==> config.mk <==
export PLATFORM = sky130hd
export DESIGN_NAME = otfr_core
export DESIGN_NICKNAME = d
export VERILOG_FILES = /design/src/core/otfr_pkg.sv /design/src/core/otfr_nvm.sv /design/src/core/otfr_retry_timer.sv /design/src/core/otfr_core.sv
export SDC_FILE = /design/constraint.sdc
export NUM_CORES = 1
export LEC_CHECK = 0
export BUFFER_PORTS_ARGS = -buffer_cell sky130_fd_sc_hd__clkbuf_2
export CORE_UTILIZATION = 50
export DETAILED_ROUTE_END_ITERATION = 10
export GPL_TIMING_DRIVEN = 0
export PLACE_DENSITY = 0.74
export SYNTH_ARGS = -nofsm -noshare
export SYNTH_HDL_FRONTEND = slang
export SYNTH_HIERARCHICAL = 1
export SYNTH_SLANG_ARGS = --single-unit
==> constraint.sdc <==
create_clock -name mclk -period 3.2 [get_ports mclk]
set_clock_uncertainty 0.15 [all_clocks]
set_input_delay 0.64 -clock mclk [delete_from_list [all_inputs] [get_ports mclk]]
set_output_delay 0.64 -clock mclk [all_outputs]
set_load 0.05 [all_outputs]
==> src/core/otfr_pkg.sv <==
package otfr_pkg;
    localparam int          MANT_W           = 11;
    localparam int          CMD_W            = 8;
    localparam int          DATA_W           = 16;
    localparam int          TMR_W            = 20;
    // Command codes
    localparam logic [7:0]  CMD_CLEAR_FAULTS = 8'h03;
    localparam logic [7:0]  CMD_STORE_ALL    = 8'h11;
    localparam logic [7:0]  CMD_RESTORE_ALL  = 8'h12;
    localparam logic [7:0]  CMD_OT_FAULT_THR = 8'h4F;
    localparam logic [7:0]  CMD_OT_FAULT_ACT = 8'h50;
    // Threshold values, in degrees per mantissa step
    localparam logic [10:0] THR_RESET        = 11'h091;
    localparam logic [10:0] THR_MIN          = 11'h078;
    localparam logic [10:0] THR_MAX          = 11'h0A5;
    localparam logic [10:0] THR_HYST         = 11'h014;
    localparam logic [4:0]  THR_EXPONENT     = 5'h00;
    // Action register layout and reset values
    localparam int          ACT_RSP_BIT      = 7;
    localparam int          ACT_RS_HI        = 5;
    localparam int          ACT_RS_LO        = 3;
    localparam logic        RSP_RESET        = 1'b0;
    localparam logic        RS_RESET         = 1'b1;
    localparam logic [2:0]  RS_NONE          = 3'h0;
    localparam logic [2:0]  RS_ALL           = 3'h7;
    // Retry delay timing
    localparam int          CLK_MHZ          = 40;
    localparam int          RAMP_TIME_US     = 1000;
    localparam int          RAMP_CYCLES      = RAMP_TIME_US * CLK_MHZ;
    localparam int          RETRY_RAMPS      = 7;
    localparam int          RETRY_DELAY_CYCLES = RETRY_RAMPS * RAMP_CYCLES;

    typedef enum logic [1:0] {
        OTFR_RUN,
        OTFR_COOL,
        OTFR_DELAY,
        OTFR_HELD
    } otfr_state_t;
endpackage : otfr_pkg

==> src/core/otfr_nvm.sv <==
`timescale 1ns/1ps
module otfr_nvm
    import otfr_pkg::*;
(
    // Clock, reset, enable
    input  wire logic              mclk,
    input  wire logic              sys_rst,
    input  wire logic              ce,
    // Save request and live settings
    input  wire logic              save,
    input  wire logic [MANT_W-1:0] mant_in,
    input  wire logic              rsp_in,
    input  wire logic              rs_in,
    // Stored settings
    output logic      [MANT_W-1:0] mant_out,
    output logic                   rsp_out,
    output logic                   rs_out
);
    logic [MANT_W-1:0] mant_reg;
    logic              rsp_reg;
    logic              rs_reg;

    // Store image; only one retry bit kept since the field is all-equal
    always_ff @(posedge mclk) begin
        if (sys_rst) begin
            mant_reg <= THR_RESET;
            rsp_reg  <= RSP_RESET;
            rs_reg   <= RS_RESET;
        end else if (ce && save) begin
            mant_reg <= mant_in;
            rsp_reg  <= rsp_in;
            rs_reg   <= rs_in;
        end
    end

    assign mant_out = mant_reg;
    assign rsp_out  = rsp_reg;
    assign rs_out   = rs_reg;

    property p_save;
        @(posedge mclk) disable iff (sys_rst)
        (ce && save) |=> (mant_reg == $past(mant_in))
                         && (rs_reg == $past(rs_in));
    endproperty
    a_save: assert property (p_save)
        else $error("store image not updated on save");
endmodule : otfr_nvm

==> src/core/otfr_retry_timer.sv <==
`timescale 1ns/1ps
module otfr_retry_timer
    import otfr_pkg::*;
#(
    parameter int CYCLES = RETRY_DELAY_CYCLES
)(
    // Clock, reset, enable
    input  wire logic mclk,
    input  wire logic sys_rst,
    input  wire logic ce,
    // Start pulse and expiry pulse
    input  wire logic start,
    output logic      done
);
    logic [TMR_W-1:0] cnt_reg;
    logic             busy_reg;
    logic             done_reg;

    // Counts the restart delay; a new start reloads a running count
    always_ff @(posedge mclk) begin
        if (sys_rst) begin
            cnt_reg  <= '0;
            busy_reg <= 1'b0;
            done_reg <= 1'b0;
        end else if (ce) begin
            done_reg <= 1'b0;
            if (start) begin
                cnt_reg  <= '0;
                busy_reg <= 1'b1;
            end else if (busy_reg) begin
                if (cnt_reg == TMR_W'(CYCLES - 1)) begin
                    busy_reg <= 1'b0;
                    done_reg <= 1'b1;
                end else begin
                    cnt_reg <= cnt_reg + 1'b1;
                end
            end
        end
    end

    assign done = done_reg;

    property p_done_cause;
        @(posedge mclk) disable iff (sys_rst)
        $rose(done_reg) |-> $past(busy_reg) && !busy_reg;
    endproperty
    a_done_cause: assert property (p_done_cause)
        else $error("delay expiry without a running count");
endmodule : otfr_retry_timer

==> src/core/otfr_core.sv <==
`timescale 1ns/1ps
module otfr_core
    import otfr_pkg::*;
#(
    parameter int RETRY_DELAY = RETRY_DELAY_CYCLES
)(
    // Clock, reset, enable
    input  wire logic              mclk,
    input  wire logic              sys_rst,
    input  wire logic              ce,
    // Command port
    input  wire logic              cmd_valid,
    input  wire logic              cmd_write,
    input  wire logic [CMD_W-1:0]  cmd_code,
    input  wire logic [DATA_W-1:0] cmd_wdata,
    output logic      [DATA_W-1:0] cmd_rdata,
    output logic                   cmd_rvalid,
    // Sensing and neighbouring settings
    input  wire logic [MANT_W-1:0] temp_c,
    input  wire logic [MANT_W-1:0] overtemp_warning_threshold,
    input  wire logic              bandgap_ot,
    input  wire logic              alert_mask_ot,
    input  wire logic              alert_mask_cml,
    // Status and alert
    output logic                   overtemp_summary_flag,
    output logic                   overtemp_fault_flag,
    output logic                   comm_fault_flag,
    output logic                   invalid_data_flag,
    output logic                   smbalert_n,
    // Power stage control
    output logic                   power_enable,
    output logic                   soft_start
);
    logic [MANT_W-1:0] thr_reg;
    logic              rsp_reg;
    logic              rs_reg;
    logic              ot_latch_reg;
    logic              cml_reg;
    logic              ivd_reg;
    logic              smbalert_n_reg;
    logic [DATA_W-1:0] rdata_reg;
    logic              rvalid_reg;
    logic              power_reg;
    logic              ss_reg;
    otfr_state_t       state_reg;

    logic [MANT_W-1:0] nvm_mant;
    logic              nvm_rsp;
    logic              nvm_rs;
    logic              tmr_done;

    // Command decode
    logic              is_wr;
    logic              wr_thr;
    logic              wr_act;
    logic              do_clear;
    logic              do_store;
    logic              do_restore;
    logic              rd_req;
    logic [MANT_W-1:0] new_mant;
    logic [2:0]        new_rs;
    logic              thr_bad;
    logic              act_bad;
    logic              reject;
    logic [7:0]        act_byte;
    logic [MANT_W-1:0] thr_low;
    logic              hot;
    logic              trip;
    logic              tmr_start;

    assign is_wr      = cmd_valid && cmd_write;
    assign rd_req     = cmd_valid && !cmd_write;
    assign wr_thr     = is_wr && (cmd_code == CMD_OT_FAULT_THR);
    assign wr_act     = is_wr && (cmd_code == CMD_OT_FAULT_ACT);
    assign do_clear   = is_wr && (cmd_code == CMD_CLEAR_FAULTS);
    assign do_store   = is_wr && (cmd_code == CMD_STORE_ALL);
    assign do_restore = is_wr && (cmd_code == CMD_RESTORE_ALL);
    // Exponent bits of the written word are dropped
    assign new_mant   = cmd_wdata[MANT_W-1:0];
    assign new_rs     = cmd_wdata[ACT_RS_HI:ACT_RS_LO];

    // Validity of written values
    assign thr_bad = (new_mant <= overtemp_warning_threshold)
                   || (new_mant < THR_MIN)
                   || (new_mant > THR_MAX);
    assign act_bad = (new_rs != RS_NONE) && (new_rs != RS_ALL);
    assign reject  = (wr_thr && thr_bad) || (wr_act && act_bad);

    // Read image: bit 6 zero, retry and delay bits rebuilt from one bit
    assign act_byte = {rsp_reg, 1'b0, {3{rs_reg}}, {3{rs_reg}}};
    assign thr_low  = thr_reg - THR_HYST;
    assign hot      = ot_latch_reg || bandgap_ot;
    // Bandgap faults bypass the ignore selection
    assign trip     = (ot_latch_reg && rsp_reg) || bandgap_ot;
    assign tmr_start = (state_reg == OTFR_COOL) && !hot;

    // Fault threshold register
    always_ff @(posedge mclk) begin
        if (sys_rst) begin
            thr_reg <= THR_RESET;
        end else if (ce) begin
            if (do_restore) begin
                thr_reg <= nvm_mant;
            end else if (wr_thr && !thr_bad) begin
                thr_reg <= new_mant;
            end
        end
    end

    // Fault action register; a rejected write changes nothing
    always_ff @(posedge mclk) begin
        if (sys_rst) begin
            rsp_reg <= RSP_RESET;
            rs_reg  <= RS_RESET;
        end else if (ce) begin
            if (do_restore) begin
                rsp_reg <= nvm_rsp;
                rs_reg  <= nvm_rs;
            end else if (wr_act && !act_bad) begin
                rsp_reg <= cmd_wdata[ACT_RSP_BIT];
                rs_reg  <= cmd_wdata[ACT_RS_HI];
            end
        end
    end

    // Overtemperature latch with hysteresis below the threshold
    always_ff @(posedge mclk) begin
        if (sys_rst) begin
            ot_latch_reg <= 1'b0;
        end else if (ce) begin
            if (temp_c > thr_reg) begin
                ot_latch_reg <= 1'b1;
            end else if (temp_c <= thr_low) begin
                ot_latch_reg <= 1'b0;
            end
        end
    end

    // Communication flags; a rejection in the clear cycle still sets them
    always_ff @(posedge mclk) begin
        if (sys_rst) begin
            cml_reg <= 1'b0;
            ivd_reg <= 1'b0;
        end else if (ce) begin
            if (reject) begin
                cml_reg <= 1'b1;
                ivd_reg <= 1'b1;
            end else if (do_clear) begin
                cml_reg <= 1'b0;
                ivd_reg <= 1'b0;
            end
        end
    end

    // Alert line, active low, follows flags whatever the response mode
    always_ff @(posedge mclk) begin
        if (sys_rst) begin
            smbalert_n_reg <= 1'b1;
        end else if (ce) begin
            smbalert_n_reg <= !((ot_latch_reg && !alert_mask_ot)
                              || (cml_reg && !alert_mask_cml));
        end
    end

    // Read answers one cycle after the request
    always_ff @(posedge mclk) begin
        if (sys_rst) begin
            rdata_reg  <= '0;
            rvalid_reg <= 1'b0;
        end else if (ce) begin
            rvalid_reg <= rd_req;
            if (rd_req) begin
                unique case (cmd_code)
                    CMD_OT_FAULT_THR: rdata_reg <= {THR_EXPONENT, thr_reg};
                    CMD_OT_FAULT_ACT: rdata_reg <= {8'h00, act_byte};
                    default:          rdata_reg <= '0;
                endcase
            end
        end
    end

    // Shutdown and restart sequencing
    always_ff @(posedge mclk) begin
        if (sys_rst) begin
            state_reg <= OTFR_RUN;
            power_reg <= 1'b1;
            ss_reg    <= 1'b0;
        end else if (ce) begin
            ss_reg <= 1'b0;
            unique case (state_reg)
                OTFR_RUN: begin
                    if (trip) begin
                        power_reg <= 1'b0;
                        // Retry choice also covers bandgap faults
                        state_reg <= rs_reg ? OTFR_COOL : OTFR_HELD;
                    end
                end
                OTFR_COOL: begin
                    if (!hot) begin
                        state_reg <= OTFR_DELAY;
                    end
                end
                OTFR_DELAY: begin
                    if (tmr_done) begin
                        state_reg <= OTFR_RUN;
                        power_reg <= 1'b1;
                        ss_reg    <= 1'b1;
                    end
                end
                OTFR_HELD: begin
                    // Stays off until faults are cleared and part is cool
                    if (do_clear && !hot) begin
                        state_reg <= OTFR_RUN;
                        power_reg <= 1'b1;
                        ss_reg    <= 1'b1;
                    end
                end
            endcase
        end
    end

    otfr_nvm u_nvm (
        .mclk     (mclk),
        .sys_rst  (sys_rst),
        .ce       (ce),
        .save     (do_store),
        .mant_in  (thr_reg),
        .rsp_in   (rsp_reg),
        .rs_in    (rs_reg),
        .mant_out (nvm_mant),
        .rsp_out  (nvm_rsp),
        .rs_out   (nvm_rs)
    );

    otfr_retry_timer #(
        .CYCLES (RETRY_DELAY)
    ) u_timer (
        .mclk    (mclk),
        .sys_rst (sys_rst),
        .ce      (ce),
        .start   (tmr_start),
        .done    (tmr_done)
    );

    assign cmd_rdata             = rdata_reg;
    assign cmd_rvalid            = rvalid_reg;
    assign overtemp_summary_flag = ot_latch_reg;
    assign overtemp_fault_flag   = ot_latch_reg;
    assign comm_fault_flag       = cml_reg;
    assign invalid_data_flag     = ivd_reg;
    assign smbalert_n            = smbalert_n_reg;
    assign power_enable          = power_reg;
    assign soft_start            = ss_reg;

    property p_trip;
        @(posedge mclk) disable iff (sys_rst)
        (ce && temp_c > thr_reg) |=> ot_latch_reg;
    endproperty
    a_trip: assert property (p_trip)
        else $error("fault not latched above threshold");

    property p_hyst;
        @(posedge mclk) disable iff (sys_rst)
        $fell(ot_latch_reg) |-> $past(temp_c) <= $past(thr_low);
    endproperty
    a_hyst: assert property (p_hyst)
        else $error("fault released before hysteresis point");

    property p_warn_rej;
        @(posedge mclk) disable iff (sys_rst)
        (ce && wr_thr && new_mant <= overtemp_warning_threshold)
            |=> cml_reg && ivd_reg && $stable(thr_reg);
    endproperty
    a_warn_rej: assert property (p_warn_rej)
        else $error("threshold write at or below warning accepted");

    property p_range;
        @(posedge mclk) disable iff (sys_rst)
        1'b1 |-> (thr_reg >= THR_MIN) && (thr_reg <= THR_MAX);
    endproperty
    a_range: assert property (p_range)
        else $error("threshold outside allowed range");

    property p_rs_rej;
        @(posedge mclk) disable iff (sys_rst)
        (ce && wr_act && act_bad && !do_restore)
            |=> ivd_reg && $stable(rs_reg) && $stable(rsp_reg);
    endproperty
    a_rs_rej: assert property (p_rs_rej)
        else $error("mixed retry field accepted");

    property p_alert;
        @(posedge mclk) disable iff (sys_rst)
        (ce && ot_latch_reg && !alert_mask_ot) |=> !smbalert_n_reg;
    endproperty
    a_alert: assert property (p_alert)
        else $error("alert missing on fault");

    property p_ignore;
        @(posedge mclk) disable iff (sys_rst)
        (ce && state_reg == OTFR_RUN && power_reg && !rsp_reg && !bandgap_ot)
            |=> power_reg;
    endproperty
    a_ignore: assert property (p_ignore)
        else $error("ignore mode shut the output down");

    property p_bandgap;
        @(posedge mclk) disable iff (sys_rst)
        (ce && state_reg == OTFR_RUN && bandgap_ot) |=> !power_reg;
    endproperty
    a_bandgap: assert property (p_bandgap)
        else $error("bandgap fault did not shut down");

    property p_mirror;
        @(posedge mclk) disable iff (sys_rst)
        (ce && rd_req && cmd_code == CMD_OT_FAULT_ACT)
            |=> (rdata_reg[2:0] == {3{rdata_reg[5]}}) && !rdata_reg[6];
    endproperty
    a_mirror: assert property (p_mirror)
        else $error("delay bits do not mirror retry bit");

    c_trip:    cover property (@(posedge mclk) $rose(ot_latch_reg));
    c_restart: cover property (@(posedge mclk) ss_reg);
    c_reject:  cover property (@(posedge mclk) $rose(ivd_reg));
    c_held:    cover property (@(posedge mclk) state_reg == OTFR_HELD);
endmodule : otfr_core

==> summary.md, run 1 <==
| Metric | Value |
|---|---|
| Area growth from synthesis to layout | `15.5%` |
| NumNets Final | `727` |
| Global-route wire length before repair | `18.7 mm` |
| Startpoint Class | `flip-flop` |
| Design Area, Final | `0.00509 mm²` |
| Max stage delay on crit path | `0.54 ns` |
| Hold buffers post-CTS | `0` |
| Number of warnings issued by yosys | `6` |
| Number of enable-type register cells in the synthesized netlist | `0` |
| Part of the Yosys area used for sequential elements | `30.5%` |
| Required time reported for the critical path endpoint | `3.30 ns` |
| Category of the critical setup timing path | `flip-flop to flip-flop` |
| Sequence of cells on the critical path | `clkbuf_1 > nor4b_1 > clkbuf_1 > nand2_1 > nor3b_1 > a21oi_1 > o21ai_0 > a21o_1` |
| Most frequent cell on the critical path | `sky130_fd_sc_hd__clkbuf_1` |
| Post-synthesis area per instance | `7.89 µm²` |
| Clock latency of the later-clocked register in the worst-skew pair | `0.35 ns` |
| Overall power after layout | `1.87 mW` |
| Die width | `95.8 µm` |
| Async set-reset flop share out of synthesis | `0%` |
| Kind of end point of the critical path | `flip-flop` |
| Worst setup slack after placement | `0.246 ns` |
| Post-layout min period | `2.87 ns` |
| Worst reg2reg setup slack | `0.33 ns` |
| Number of buffers on the longest clock path | `2` |
| Hold Slack | `0.314 ns` |
| Period utilisation layout | `89.8%` |
| Core occupancy in the finished layout | `60.7%` |
| Initial antenna violation count | `0` |
| Power density cells | `367 mW/mm²` |
| Clk slew on worst S/H paths | `0.08 ns` |
| Placed Instance Area | `0.00488 mm²` |
| Worst slew pin tran | `0.717 ns` |
| Final number of setup-violating endpoints | `0` |
| Post-route met1 wirelength | `5.86 mm` |
| Number of sinks handled by clock tree synthesis | `67` |
| Final GP Congestion | `0.886` |
| Placeable Area | `0.00838 mm²` |
| Cts bufs inserted | `9` |
| Syn Std Cell Area | `0.00440 mm²` |
| Worst setup path start | `state_reg[0]` |
| Final worst slack | `0.325 ns` |
| Number of standard cells after synthesis | `558` |
| Fraction of final layout cells with drive strength greater than 1 | `19.1%` |
| Peak supply drop | `0.000345 V` |
| Root Driver | `sky130_fd_sc_hd__clkbuf_8` |
| Crit-path max FO | `9` |
| Average wire length per cell after detail routing | `15.6 µm` |
| Maximum achievable frequency | `348 MHz` |
| Beginning of the worst register-to-register path | `state_reg[0]` |
| Floorplan row count | `33` |
| Top metal layer carrying routed signals | `met4` |
| Half-perimeter wire length of the detailed placement result | `9.07 mm` |
| Buffers on Ports | `67` |
| Final max-slew violation count | `0` |
| DR vias | `4448` |
| Startpoint of the most critical hold path | `cmd_rdata[8]` |
| DRC errors left | `0` |
| I/O pin count | `78` |
| CTS tree | `yes` |
| Post-cts gate resize count | `0` |
| Number of nets with antenna violations after routing | `0` |
| Wire length after detailed routing | `11.7 mm` |
| RSZ-0062 raised after global routing | `no` |
| Most used DFF post-synth | `sky130_fd_sc_hd__dfxtp_1` |
| 1st-pass router iterations | `4` |
| Amount of wire on met3 after detailed routing | `695 µm` |
| Final hold violations | `0` |
| Flip-flop count of the largest register after layout | `20` |
| Number of distinct library cell variants in the gate-level netlist after synthesis | `66` |
| Arrival time at the worst endpoint | `2.97 ns` |
| Leak Pwr | `2.13 nW` |
| Die Height | `95.8 µm` |
| H-tree levels | `3` |
| Overflow left after global routing | `0` |
| Maximum number of pins on one net before global-route repair | `13` |
| Setup fix buffers added after clock tree synthesis | `0` |
| Initial Util | `52.5%` |
| Total GRT Usage | `26.5%` |
| Post-detailed-route via-to-cell ratio | `5.93` |
| Max-cap violation count | `0` |
| Sum of negative setup slack | `0 ns` |
| Cell Count Post-Placement | `734` |
| Post-synthesis register bit count | `67` |
| Cell with the largest stage delay on the worst path | `sky130_fd_sc_hd__a21oi_1` |
| Total die area | `0.00919 mm²` |
| Antenna cells | `0` |
| Violation count after the first detailed-route iteration | `268` |
| Met2 WL | `5.06 mm` |
| HP Class | `flip-flop to flip-flop` |
| Number of standard cells in the layout, taps in and fillers out | `750` |
| Vias in the first global route | `3893` |
| Status | `completed` |
| Worst-case headroom to the max-slew limit | `51.8%` |
cells by family (layout without fill, tap and decap cells):
kind of cell	count (synthesis)	after routing	share of synthesized area, %
compound gates	156	156	23.8
simple gates	225	225	27.1
xor+xnor	7	7	1.39
other cells	1	5	0.0852
mux	6	6	1.36
fa+ha+maj	33	33	9.38
buf+inv	63	146	6.42
flops	67	67	30.5
placed cells by master, fill, tap and decap left out, drive strengths merged, types with 3 or more instances in the layout:
master,instances
conb,5
nand2b,3
a21bo,9
clkbuf,90
o21a,3
nand2,67
o211ai,6
or4,5
or2,3
a211o,7
nand4,12
a31oi,16
nor2,30
a21oi,46
nor2b,4
and2,4
dfxtp,67
a211oi,15
inv,35
nor4,8
nand3b,3
and4,3
nor3,18
buf,17
xnor2,6
a221oi,3
o21ai,29
nor3b,3
mux2i,6
and3,17
a21o,6
o41ai,4
ha,33
a41oi,3
nand3,35
cell usage after synthesis, types with 6 or more instances:
cell / instances / share of area (%)
sky130_fd_sc_hd__ha_1: 33 / 9.4
sky130_fd_sc_hd__buf_2: 7 / 0.80
sky130_fd_sc_hd__nand3_1: 33 / 3.8
sky130_fd_sc_hd__nor2_1: 30 / 2.6
sky130_fd_sc_hd__a211o_1: 7 / 1.4
sky130_fd_sc_hd__a21o_1: 6 / 1.0
sky130_fd_sc_hd__buf_4: 8 / 1.4
sky130_fd_sc_hd__a31oi_1: 16 / 2.3
sky130_fd_sc_hd__a21bo_2: 9 / 2.0
sky130_fd_sc_hd__a211oi_1: 15 / 2.6
sky130_fd_sc_hd__inv_1: 33 / 2.8
sky130_fd_sc_hd__o21ai_0: 26 / 3.0
sky130_fd_sc_hd__nand2_1: 64 / 5.5
sky130_fd_sc_hd__nor4_1: 6 / 0.85
sky130_fd_sc_hd__a21oi_1: 46 / 5.2
sky130_fd_sc_hd__mux2i_1: 6 / 1.4
sky130_fd_sc_hd__dfxtp_1: 67 / 30
sky130_fd_sc_hd__and3_1: 16 / 2.3
sky130_fd_sc_hd__o211ai_1: 6 / 1.0
sky130_fd_sc_hd__nand4_1: 12 / 1.7
sky130_fd_sc_hd__clkbuf_1: 12 / 1.0
sky130_fd_sc_hd__xnor2_1: 6 / 1.2
sky130_fd_sc_hd__nor3_1: 17 / 1.9
final timing paths:
check | depth (start not counted) | to
max | 8 | u_timer/cnt_reg[8]
min | 2 | cmd_rdata[8]
max reg2reg | 8 | u_timer/cnt_reg[8]
min reg2reg | 2 | cmd_rdata[8]
final cells by class:
type | instances | area [µm²]
fill | 792 | 3300
multi-input combinational | 432 | 2790
sequential | 67 | 1340
timing repair buffer | 67 | 335
buffer | 29 | 155
clock buffer | 11 | 141
tap | 105 | 131
inverter | 34 | 128
clock inverter | 5 | 60.1
report_power, final:
part	total (mW)	internal, mW	switching [mW]
registers	0.860	0.846	0.0136
clock network	0.716	0.385	0.331
logic	0.291	0.0979	0.194
total	1.87	1.33	0.538
critical path: cells and delay by family, from the launching register on:
kind            cells  cell delay [ns]
compound gates      3             0.93
simple gates        3             0.73
buf+inv             2             0.64
flops               1             0.31
per-layer routing:
metal	up-vias	track usage (%)
met5	-	0
li1	2210	-
met4	0	6.97
met2	160	41.6
met3	9	4.66
met1	2069	37.5
Power figures use the tool's default switching activity.
==> inputs of run 2 (changes only) <==
- REMOVE_ABC_BUFFERS: default -> 1
==> run 2 against run 1 <==
Die area stayed put. Largest cell class unchanged. Combinational power fell by 5%. First-iteration DRC count decreased by 40%. Utilization down 1.8 points. Cell count fell by 3.7%. Flip-flop and latch count unchanged. Global-route usage decreased by 1.1 points. Power decreased by 6.4%. Cell area shrank 3.0%. Highest routed layer unchanged. Sequential power barely moved.
==> summary.md, run 2 (synthesis results as in run 1) <==
| Metric | Value |
|---|---|
| Period utilisation layout | `93.5%` |
| Max-cap violation count | `0` |
| Peak supply drop | `0.000232 V` |
| Status | `completed` |
| NumNets Final | `699` |
| 1st-pass router iterations | `5` |
| Violation count after the first detailed-route iteration | `162` |
| Max stage delay on crit path | `0.76 ns` |
| Hold buffers post-CTS | `0` |
| Required time reported for the critical path endpoint | `3.28 ns` |
| Arrival time at the worst endpoint | `3.07 ns` |
| Final hold violations | `0` |
| Final number of setup-violating endpoints | `0` |
| Placeable Area | `0.00838 mm²` |
| Worst reg2reg setup slack | `0.25 ns` |
| Worst setup slack after placement | `-0.463 ns` |
| Cts bufs inserted | `9` |
| Fraction of final layout cells with drive strength greater than 1 | `18.2%` |
| Crit-path max FO | `36` |
| Category of the critical setup timing path | `primary input to flip-flop` |
| Vias in the first global route | `3985` |
| I/O pin count | `78` |
| Number of sinks handled by clock tree synthesis | `67` |
| Area growth from synthesis to layout | `12.0%` |
| DR vias | `4356` |
| Setup fix buffers added after clock tree synthesis | `0` |
| Core occupancy in the finished layout | `58.8%` |
| Worst setup path start | `ce` |
| Total GRT Usage | `25.5%` |
| Global-route wire length before repair | `18.4 mm` |
| Final worst slack | `0.207 ns` |
| Maximum achievable frequency | `334 MHz` |
| Worst slew pin tran | `1.02 ns` |
| Flip-flop count of the largest register after layout | `20` |
| Floorplan row count | `33` |
| Number of nets with antenna violations after routing | `0` |
| Power density cells | `354 mW/mm²` |
| Commonest cells after routing, fill and taps aside | `sky130_fd_sc_hd__dfxtp_1, sky130_fd_sc_hd__clkbuf_2, sky130_fd_sc_hd__nand2_1, sky130_fd_sc_hd__a21oi_1` |
| Startpoint Class | `primary input` |
| Total die area | `0.00919 mm²` |
| Clk slew on worst S/H paths | `0.07 ns` |
| Filler instances | `802` |
| DRC errors left | `0` |
| Cell with the largest stage delay on the worst path | `sky130_fd_sc_hd__clkinv_1` |
| Leak Pwr | `2.03 nW` |
| Overflow left after global routing | `0` |
| Average wire length per cell after detail routing | `15.6 µm` |
| Hold Slack | `0.306 ns` |
| HP Class | `flip-flop to flip-flop` |
| Kind of end point of the critical path | `flip-flop` |
| Reg-to-Reg End | `u_timer/cnt_reg[8]` |
| Capture point of the worst path | `thr_reg[7]` |
| Wire length after detailed routing | `11.3 mm` |
| Die width | `95.8 µm` |
| Buffers on Ports | `67` |
| CTS tree | `yes` |
| Final max-slew violation count | `0` |
| Antenna cells | `0` |
| Sequence of cells on the critical path | `clkbuf_2 > clkinv_1 > nor2_1 > a31oi_1 > and3_1` |
| Clock latency of the later-clocked register in the worst-skew pair | `0.34 ns` |
| Half-perimeter wire length of the detailed placement result | `8.24 mm` |
| Final GP Congestion | `0.903` |
| Beginning of the worst register-to-register path | `state_reg[0]` |
| Initial Util | `52.5%` |
| Overall power after layout | `1.75 mW` |
| Die Height | `95.8 µm` |
| Post-layout min period | `2.99 ns` |
| RSZ-0062 raised after global routing | `no` |
| Placed Instance Area | `0.00475 mm²` |
| H-tree levels | `3` |
| Number of cells on the worst reg-to-reg path | `6` |
| Root Driver | `sky130_fd_sc_hd__clkbuf_8` |
| Worst-case headroom to the max-slew limit | `32.2%` |
| Initial antenna violation count | `0` |
| Number of buffers on the longest clock path | `2` |
| Post-detailed-route via-to-cell ratio | `6.03` |
| Maximum number of pins on one net before global-route repair | `52` |
| Design Area, Final | `0.00493 mm²` |
[run 2: final cells by class]
type	instances	area (µm²)	area share (%)
multi-input combinational	432	2820	57.1
timing repair buffer	68	347	7.03
tap	105	131	2.66
sequential	67	1340	27.2
clock inverter	7	45.0	0.913
clock buffer	9	124	2.51
inverter	34	128	2.59
[run 2: metal layers]
layer	vias to the layer above	track usage, %	part of all wire (%)
met3	20	3.40	4.5
met5	-	0	0
met2	119	42.1	46
met1	2050	33.3	47
li1	2167	-	-
met4	0	10.7	2.2
[run 2: metrics by stage]
stage,TNS [ns],std cells
floorplan,0,533
global placement,-19.35,705
detailed placement,-4.52,706
CTS,0,722
global route,0,722
finish,0,722
[run 2: report_power, final]
group          total [mW]  internal, mW  switching [mW]
Combinational       0.275        0.0877           0.188
Clock               0.612         0.278           0.334
Sequential          0.860         0.846          0.0143
Total                1.75          1.21           0.536
[run 2: worst min-delay path by stage]
stage,from,endpoint,depth (start not counted)
3_3_place_gp,u_nvm/rs_out,u_nvm/rs_out,1
2_1_floorplan,u_nvm/mant_out[0],u_nvm/mant_out[0],1
6_report,cmd_rdata[6],cmd_rdata[6],2
4_1_cts,cmd_rdata[10],cmd_rdata[10],2
5_1_grt,smbalert_n,smbalert_n,1
3_5_place_dp,cmd_rdata[10],cmd_rdata[10],2
[run 2: critical path: cells and delay by family]
family	cells	cell delay [ns]
simple gates	2	0.94
compound gates	1	0.16
buf+inv	2	1.31
[run 2: timing repair]
item | CTS | global route
gates resized for setup | 1 | 1
endpoints found under the setup margin | 4 | 11
endpoints found under the hold margin | 0 | 0
==> inputs of run 3 (changes only) <==
- ABC_AREA: default -> 1
- PLACE_DENSITY: 0.74 -> 0.73
==> run 3 against run 2 <==
Non-clock buffer count unchanged. Critical path depth increased by 11. Via count increased by 9.1%. First-iteration DRC count increased by 62%. Routed wire length increased by 0.32%. Power increased by 13%. Flip-flop and latch count unchanged. Die area increased by 8.0%. Combinational power increased by 7%. Register-to-register slack improved by 0.26 ns. Synthesized cell count increased by 30%. Sequential power increased by 0.5%. Largest cell class unchanged.
==> summary.md, run 3 <==
| Metric | Value |
|---|---|
| Commonest cells after routing, fill and taps aside | `sky130_fd_sc_hd__nand2_1, sky130_fd_sc_hd__nor2_1, sky130_fd_sc_hd__inv_1` |
| Dominant delay contributor by cell family on the critical path | `simple AND/OR/NAND/NOR gates` |
| Category of the critical setup timing path | `flip-flop to flip-flop` |
| Largest cells by area after synthesis | `sky130_fd_sc_hd__dfxtp_1, sky130_fd_sc_hd__nand2_1, sky130_fd_sc_hd__ha_1, sky130_fd_sc_hd__nor2_1, sky130_fd_sc_hd__inv_1` |
| Buffers on Ports | `67` |
| CTS tree | `yes` |
| Top cell types by occurrence after synthesis | `sky130_fd_sc_hd__nand2_1, sky130_fd_sc_hd__nor2_1, sky130_fd_sc_hd__inv_1, sky130_fd_sc_hd__dfxtp_1, sky130_fd_sc_hd__nand3_1` |
| Total GRT Usage | `24.7%` |
| Number of warnings issued by yosys | `6` |
| Max stage delay on crit path | `0.38 ns` |
| Period utilisation layout | `84.1%` |
| Cell with the most instances after synthesis | `sky130_fd_sc_hd__nand2_1` |
| Flip-flop count of the largest register after layout | `20` |
| Leak Pwr | `2.65 nW` |
| Die width | `99.6 µm` |
| Cts bufs inserted | `9` |
| DRC errors left | `0` |
| Part of the power in the clock network | `41.4%` |
| Number of distinct library cell variants in the gate-level netlist after synthesis | `44` |
| Net switching power figure | `0.554 mW` |
| Startpoint Class | `flip-flop` |
| Post-layout min period | `2.69 ns` |
| Most common library cell in the layout ignoring fill and taps | `sky130_fd_sc_hd__nand2_1` |
| Area growth from synthesis to layout | `12.5%` |
| Overflow left after global routing | `0` |
| H-tree levels | `3` |
| Global-route wire length before repair | `20.0 mm` |
| Initial Util | `51.5%` |
| Most used DFF post-synth | `sky130_fd_sc_hd__dfxtp_1` |
| I/O pin count | `78` |
| Crit-path max FO | `4` |
| Number of nets with antenna violations after routing | `0` |
| Post-detailed-route via-to-cell ratio | `5.17` |
| Peak supply drop | `0.000405 V` |
| Part of the Yosys area used for sequential elements | `28.2%` |
| Fraction of final layout cells with drive strength greater than 1 | `17.6%` |
| Worst-case headroom to the max-slew limit | `20.5%` |
| Post-cts gate resize count | `0` |
| NumNets Final | `873` |
| Async set-reset flop share out of synthesis | `0%` |
| 1st-pass router iterations | `6` |
| Final GP Congestion | `0.914` |
| Number of standard cells after synthesis | `727` |
| Most frequent cell on the critical path | `sky130_fd_sc_hd__nand2_1` |
| Placeable Area | `0.00924 mm²` |
| Maximum achievable frequency | `372 MHz` |
| Violation count after the first detailed-route iteration | `263` |
| Design Area, Final | `0.00536 mm²` |
| DR vias | `4754` |
| Post-synthesis area per instance | `6.55 µm²` |
| Final hold violations | `0` |
| HP Class | `flip-flop to flip-flop` |
| Filler instances | `891` |
| Top-area cell type share of the netlist area | `28.2%` |
| Cell-internal power | `1.42 mW` |
| Status | `completed` |
| Average wire length per cell after detail routing | `12.3 µm` |
| Core occupancy in the finished layout | `58.0%` |
| Kind of end point of the critical path | `flip-flop` |
| Antenna cells | `0` |
| Max-cap violation count | `0` |
| Total die area | `0.00992 mm²` |
| Die Height | `99.6 µm` |
| Combinational power share | `14.9%` |
| RSZ-0062 raised after global routing | `no` |
| Sequence of cells on the critical path | `inv_1 > ha_1 > o21ai_0 > nor2_1 > nand2_1 > nor3_1 > xor2_1 > ha_1 > nand2_1 > nor2_1 > nand3_1 > nand3_1 > nand2_1 > nand2_1 > nand2_1 > a21oi_1` |
| Arrival time at the worst endpoint | `2.81 ns` |
| Post-synthesis register bit count | `67` |
| Setup fix buffers added after clock tree synthesis | `0` |
| Number of buffers on the longest clock path | `2` |
| Clk slew on worst S/H paths | `0.08 ns` |
| Leading area contributor after synthesis | `sky130_fd_sc_hd__dfxtp_1` |
| Floorplan row count | `35` |
| Placed Instance Area | `0.00513 mm²` |
| Cell Count Post-Placement | `904` |
| Wire length after detailed routing | `11.3 mm` |
| Initial antenna violation count | `0` |
| Number of sinks handled by clock tree synthesis | `67` |
| Half-perimeter wire length of the detailed placement result | `8.59 mm` |
| Syn Std Cell Area | `0.00476 mm²` |
| Vias in the first global route | `4465` |
| Number of buffer and inverter instances along the worst setup path | `1` |
| Root Driver | `sky130_fd_sc_hd__clkbuf_8` |
| Number of enable-type register cells in the synthesized netlist | `0` |
| Clock latency of the later-clocked register in the worst-skew pair | `0.34 ns` |
| Number of standard cells in the layout, taps in and fillers out | `920` |
| Hold buffers post-CTS | `0` |
| Worst slew pin tran | `1.19 ns` |
| Required time reported for the critical path endpoint | `3.32 ns` |
| Maximum number of pins on one net before global-route repair | `26` |
| Power density cells | `369 mW/mm²` |
| Switch share | `28.0%` |
| Final max-slew violation count | `0` |
| Hold Slack | `0.312 ns` |
| Fraction of power consumed by sequential logic | `43.8%` |
| Cell with the largest stage delay on the worst path | `sky130_fd_sc_hd__dfxtp_1` |
| Final number of setup-violating endpoints | `0` |
-- run 3: cell count changes in the layout (fill, tap and decap cells not counted), sizes merged, moves of 8 or more --
| cell | delta |
|---|---|
| nor3 | -8 |
| a21bo | -9 |
| nor2 | +83 |
| and3 | -17 |
| nand2 | +119 |
| a31oi | -16 |
| nand3 | +36 |
| inv | +68 |
| nor4 | -8 |
| a211oi | -14 |
-- run 3: power groups by stage --
stage	sequential [mW]	combinational, mW	clock (mW)
after global routing	0.866	0.326	0.861
after detailed placement	0.883	0.293	0
after CTS	0.864	0.295	0.831
after floorplan	0.924	0.149	0
after global placement	0.882	0.282	0
final	0.864	0.293	0.818
-- run 3: worst reg2reg max path, cell delays in order (launching register included) --
cell and delay, ns:
sky130_fd_sc_hd__dfxtp_1 0.38, sky130_fd_sc_hd__inv_1 0.12, sky130_fd_sc_hd__ha_1 0.23, sky130_fd_sc_hd__o21ai_0 0.30, sky130_fd_sc_hd__nor2_1 0.07, sky130_fd_sc_hd__nand2_1 0.10, sky130_fd_sc_hd__nor3_1 0.06, sky130_fd_sc_hd__xor2_1 0.16
sky130_fd_sc_hd__ha_1 0.30, sky130_fd_sc_hd__nand2_1 0.07, sky130_fd_sc_hd__nor2_1 0.21, sky130_fd_sc_hd__nand3_1 0.10, sky130_fd_sc_hd__nand3_1 0.07, sky130_fd_sc_hd__nand2_1 0.06, sky130_fd_sc_hd__nand2_1 0.05, sky130_fd_sc_hd__nand2_1 0.06
sky130_fd_sc_hd__a21oi_1 0.13
-- run 3: final timing paths --
path	startpoint	end	slack (ns)	cells past startpoint
min	u_nvm/rs_out	u_nvm/rs_out	0.31	2
max	thr_reg[2]	overtemp_fault_flag	0.51	16
min reg2reg	u_nvm/rs_out	u_nvm/rs_out	0.31	2
max reg2reg	thr_reg[2]	overtemp_fault_flag	0.51	16
-- run 3: cell families (layout without fill, tap and decap cells) --
kind of cell    count (synthesis)  after routing  share of synthesized area [%]
fa+ha+maj                      33             33                           8.67
buf+inv                       125            185                           11.3
mux                             6              6                           1.42
compound gates                 87             87                           10.7
simple gates                  399            399                           38.0
xor+xnor                        9              9                           1.66
other cells                     1              5                         0.0787
flops                          67             67                           28.2
-- run 3: routing by layer --
metal	GRT usage [%]	wire length, µm	vias up
met5	0	0	-
met4	7.24	155	0
met3	4.08	510	16
met2	40.9	5210	120
met1	32.9	5420	2162
li1	-	-	2456
-- run 3: metrics by stage --
stage	power, mW	worst slack (ns)	TNS [ns]
5_1_grt	2.05	0.282	0
6_report	1.98	0.510	0
3_5_place_dp	1.18	0.163	0
2_1_floorplan	1.07	0.357	0
3_3_place_gp	1.16	-0.526	-8.84
4_1_cts	1.99	0.510	0
-- run 3: area by class of cell --
type / count / area, µm² / share of cell area (%)
inverters: 101 / 379 / 7.07
repair buffers: 68 / 347 / 6.47
well taps: 129 / 161 / 3.01
multi-input cells: 539 / 2900 / 54.2
flip-flops and latches: 67 / 1340 / 25.0
clock buffers: 12 / 155 / 2.90
clock inverters: 4 / 72.6 / 1.35
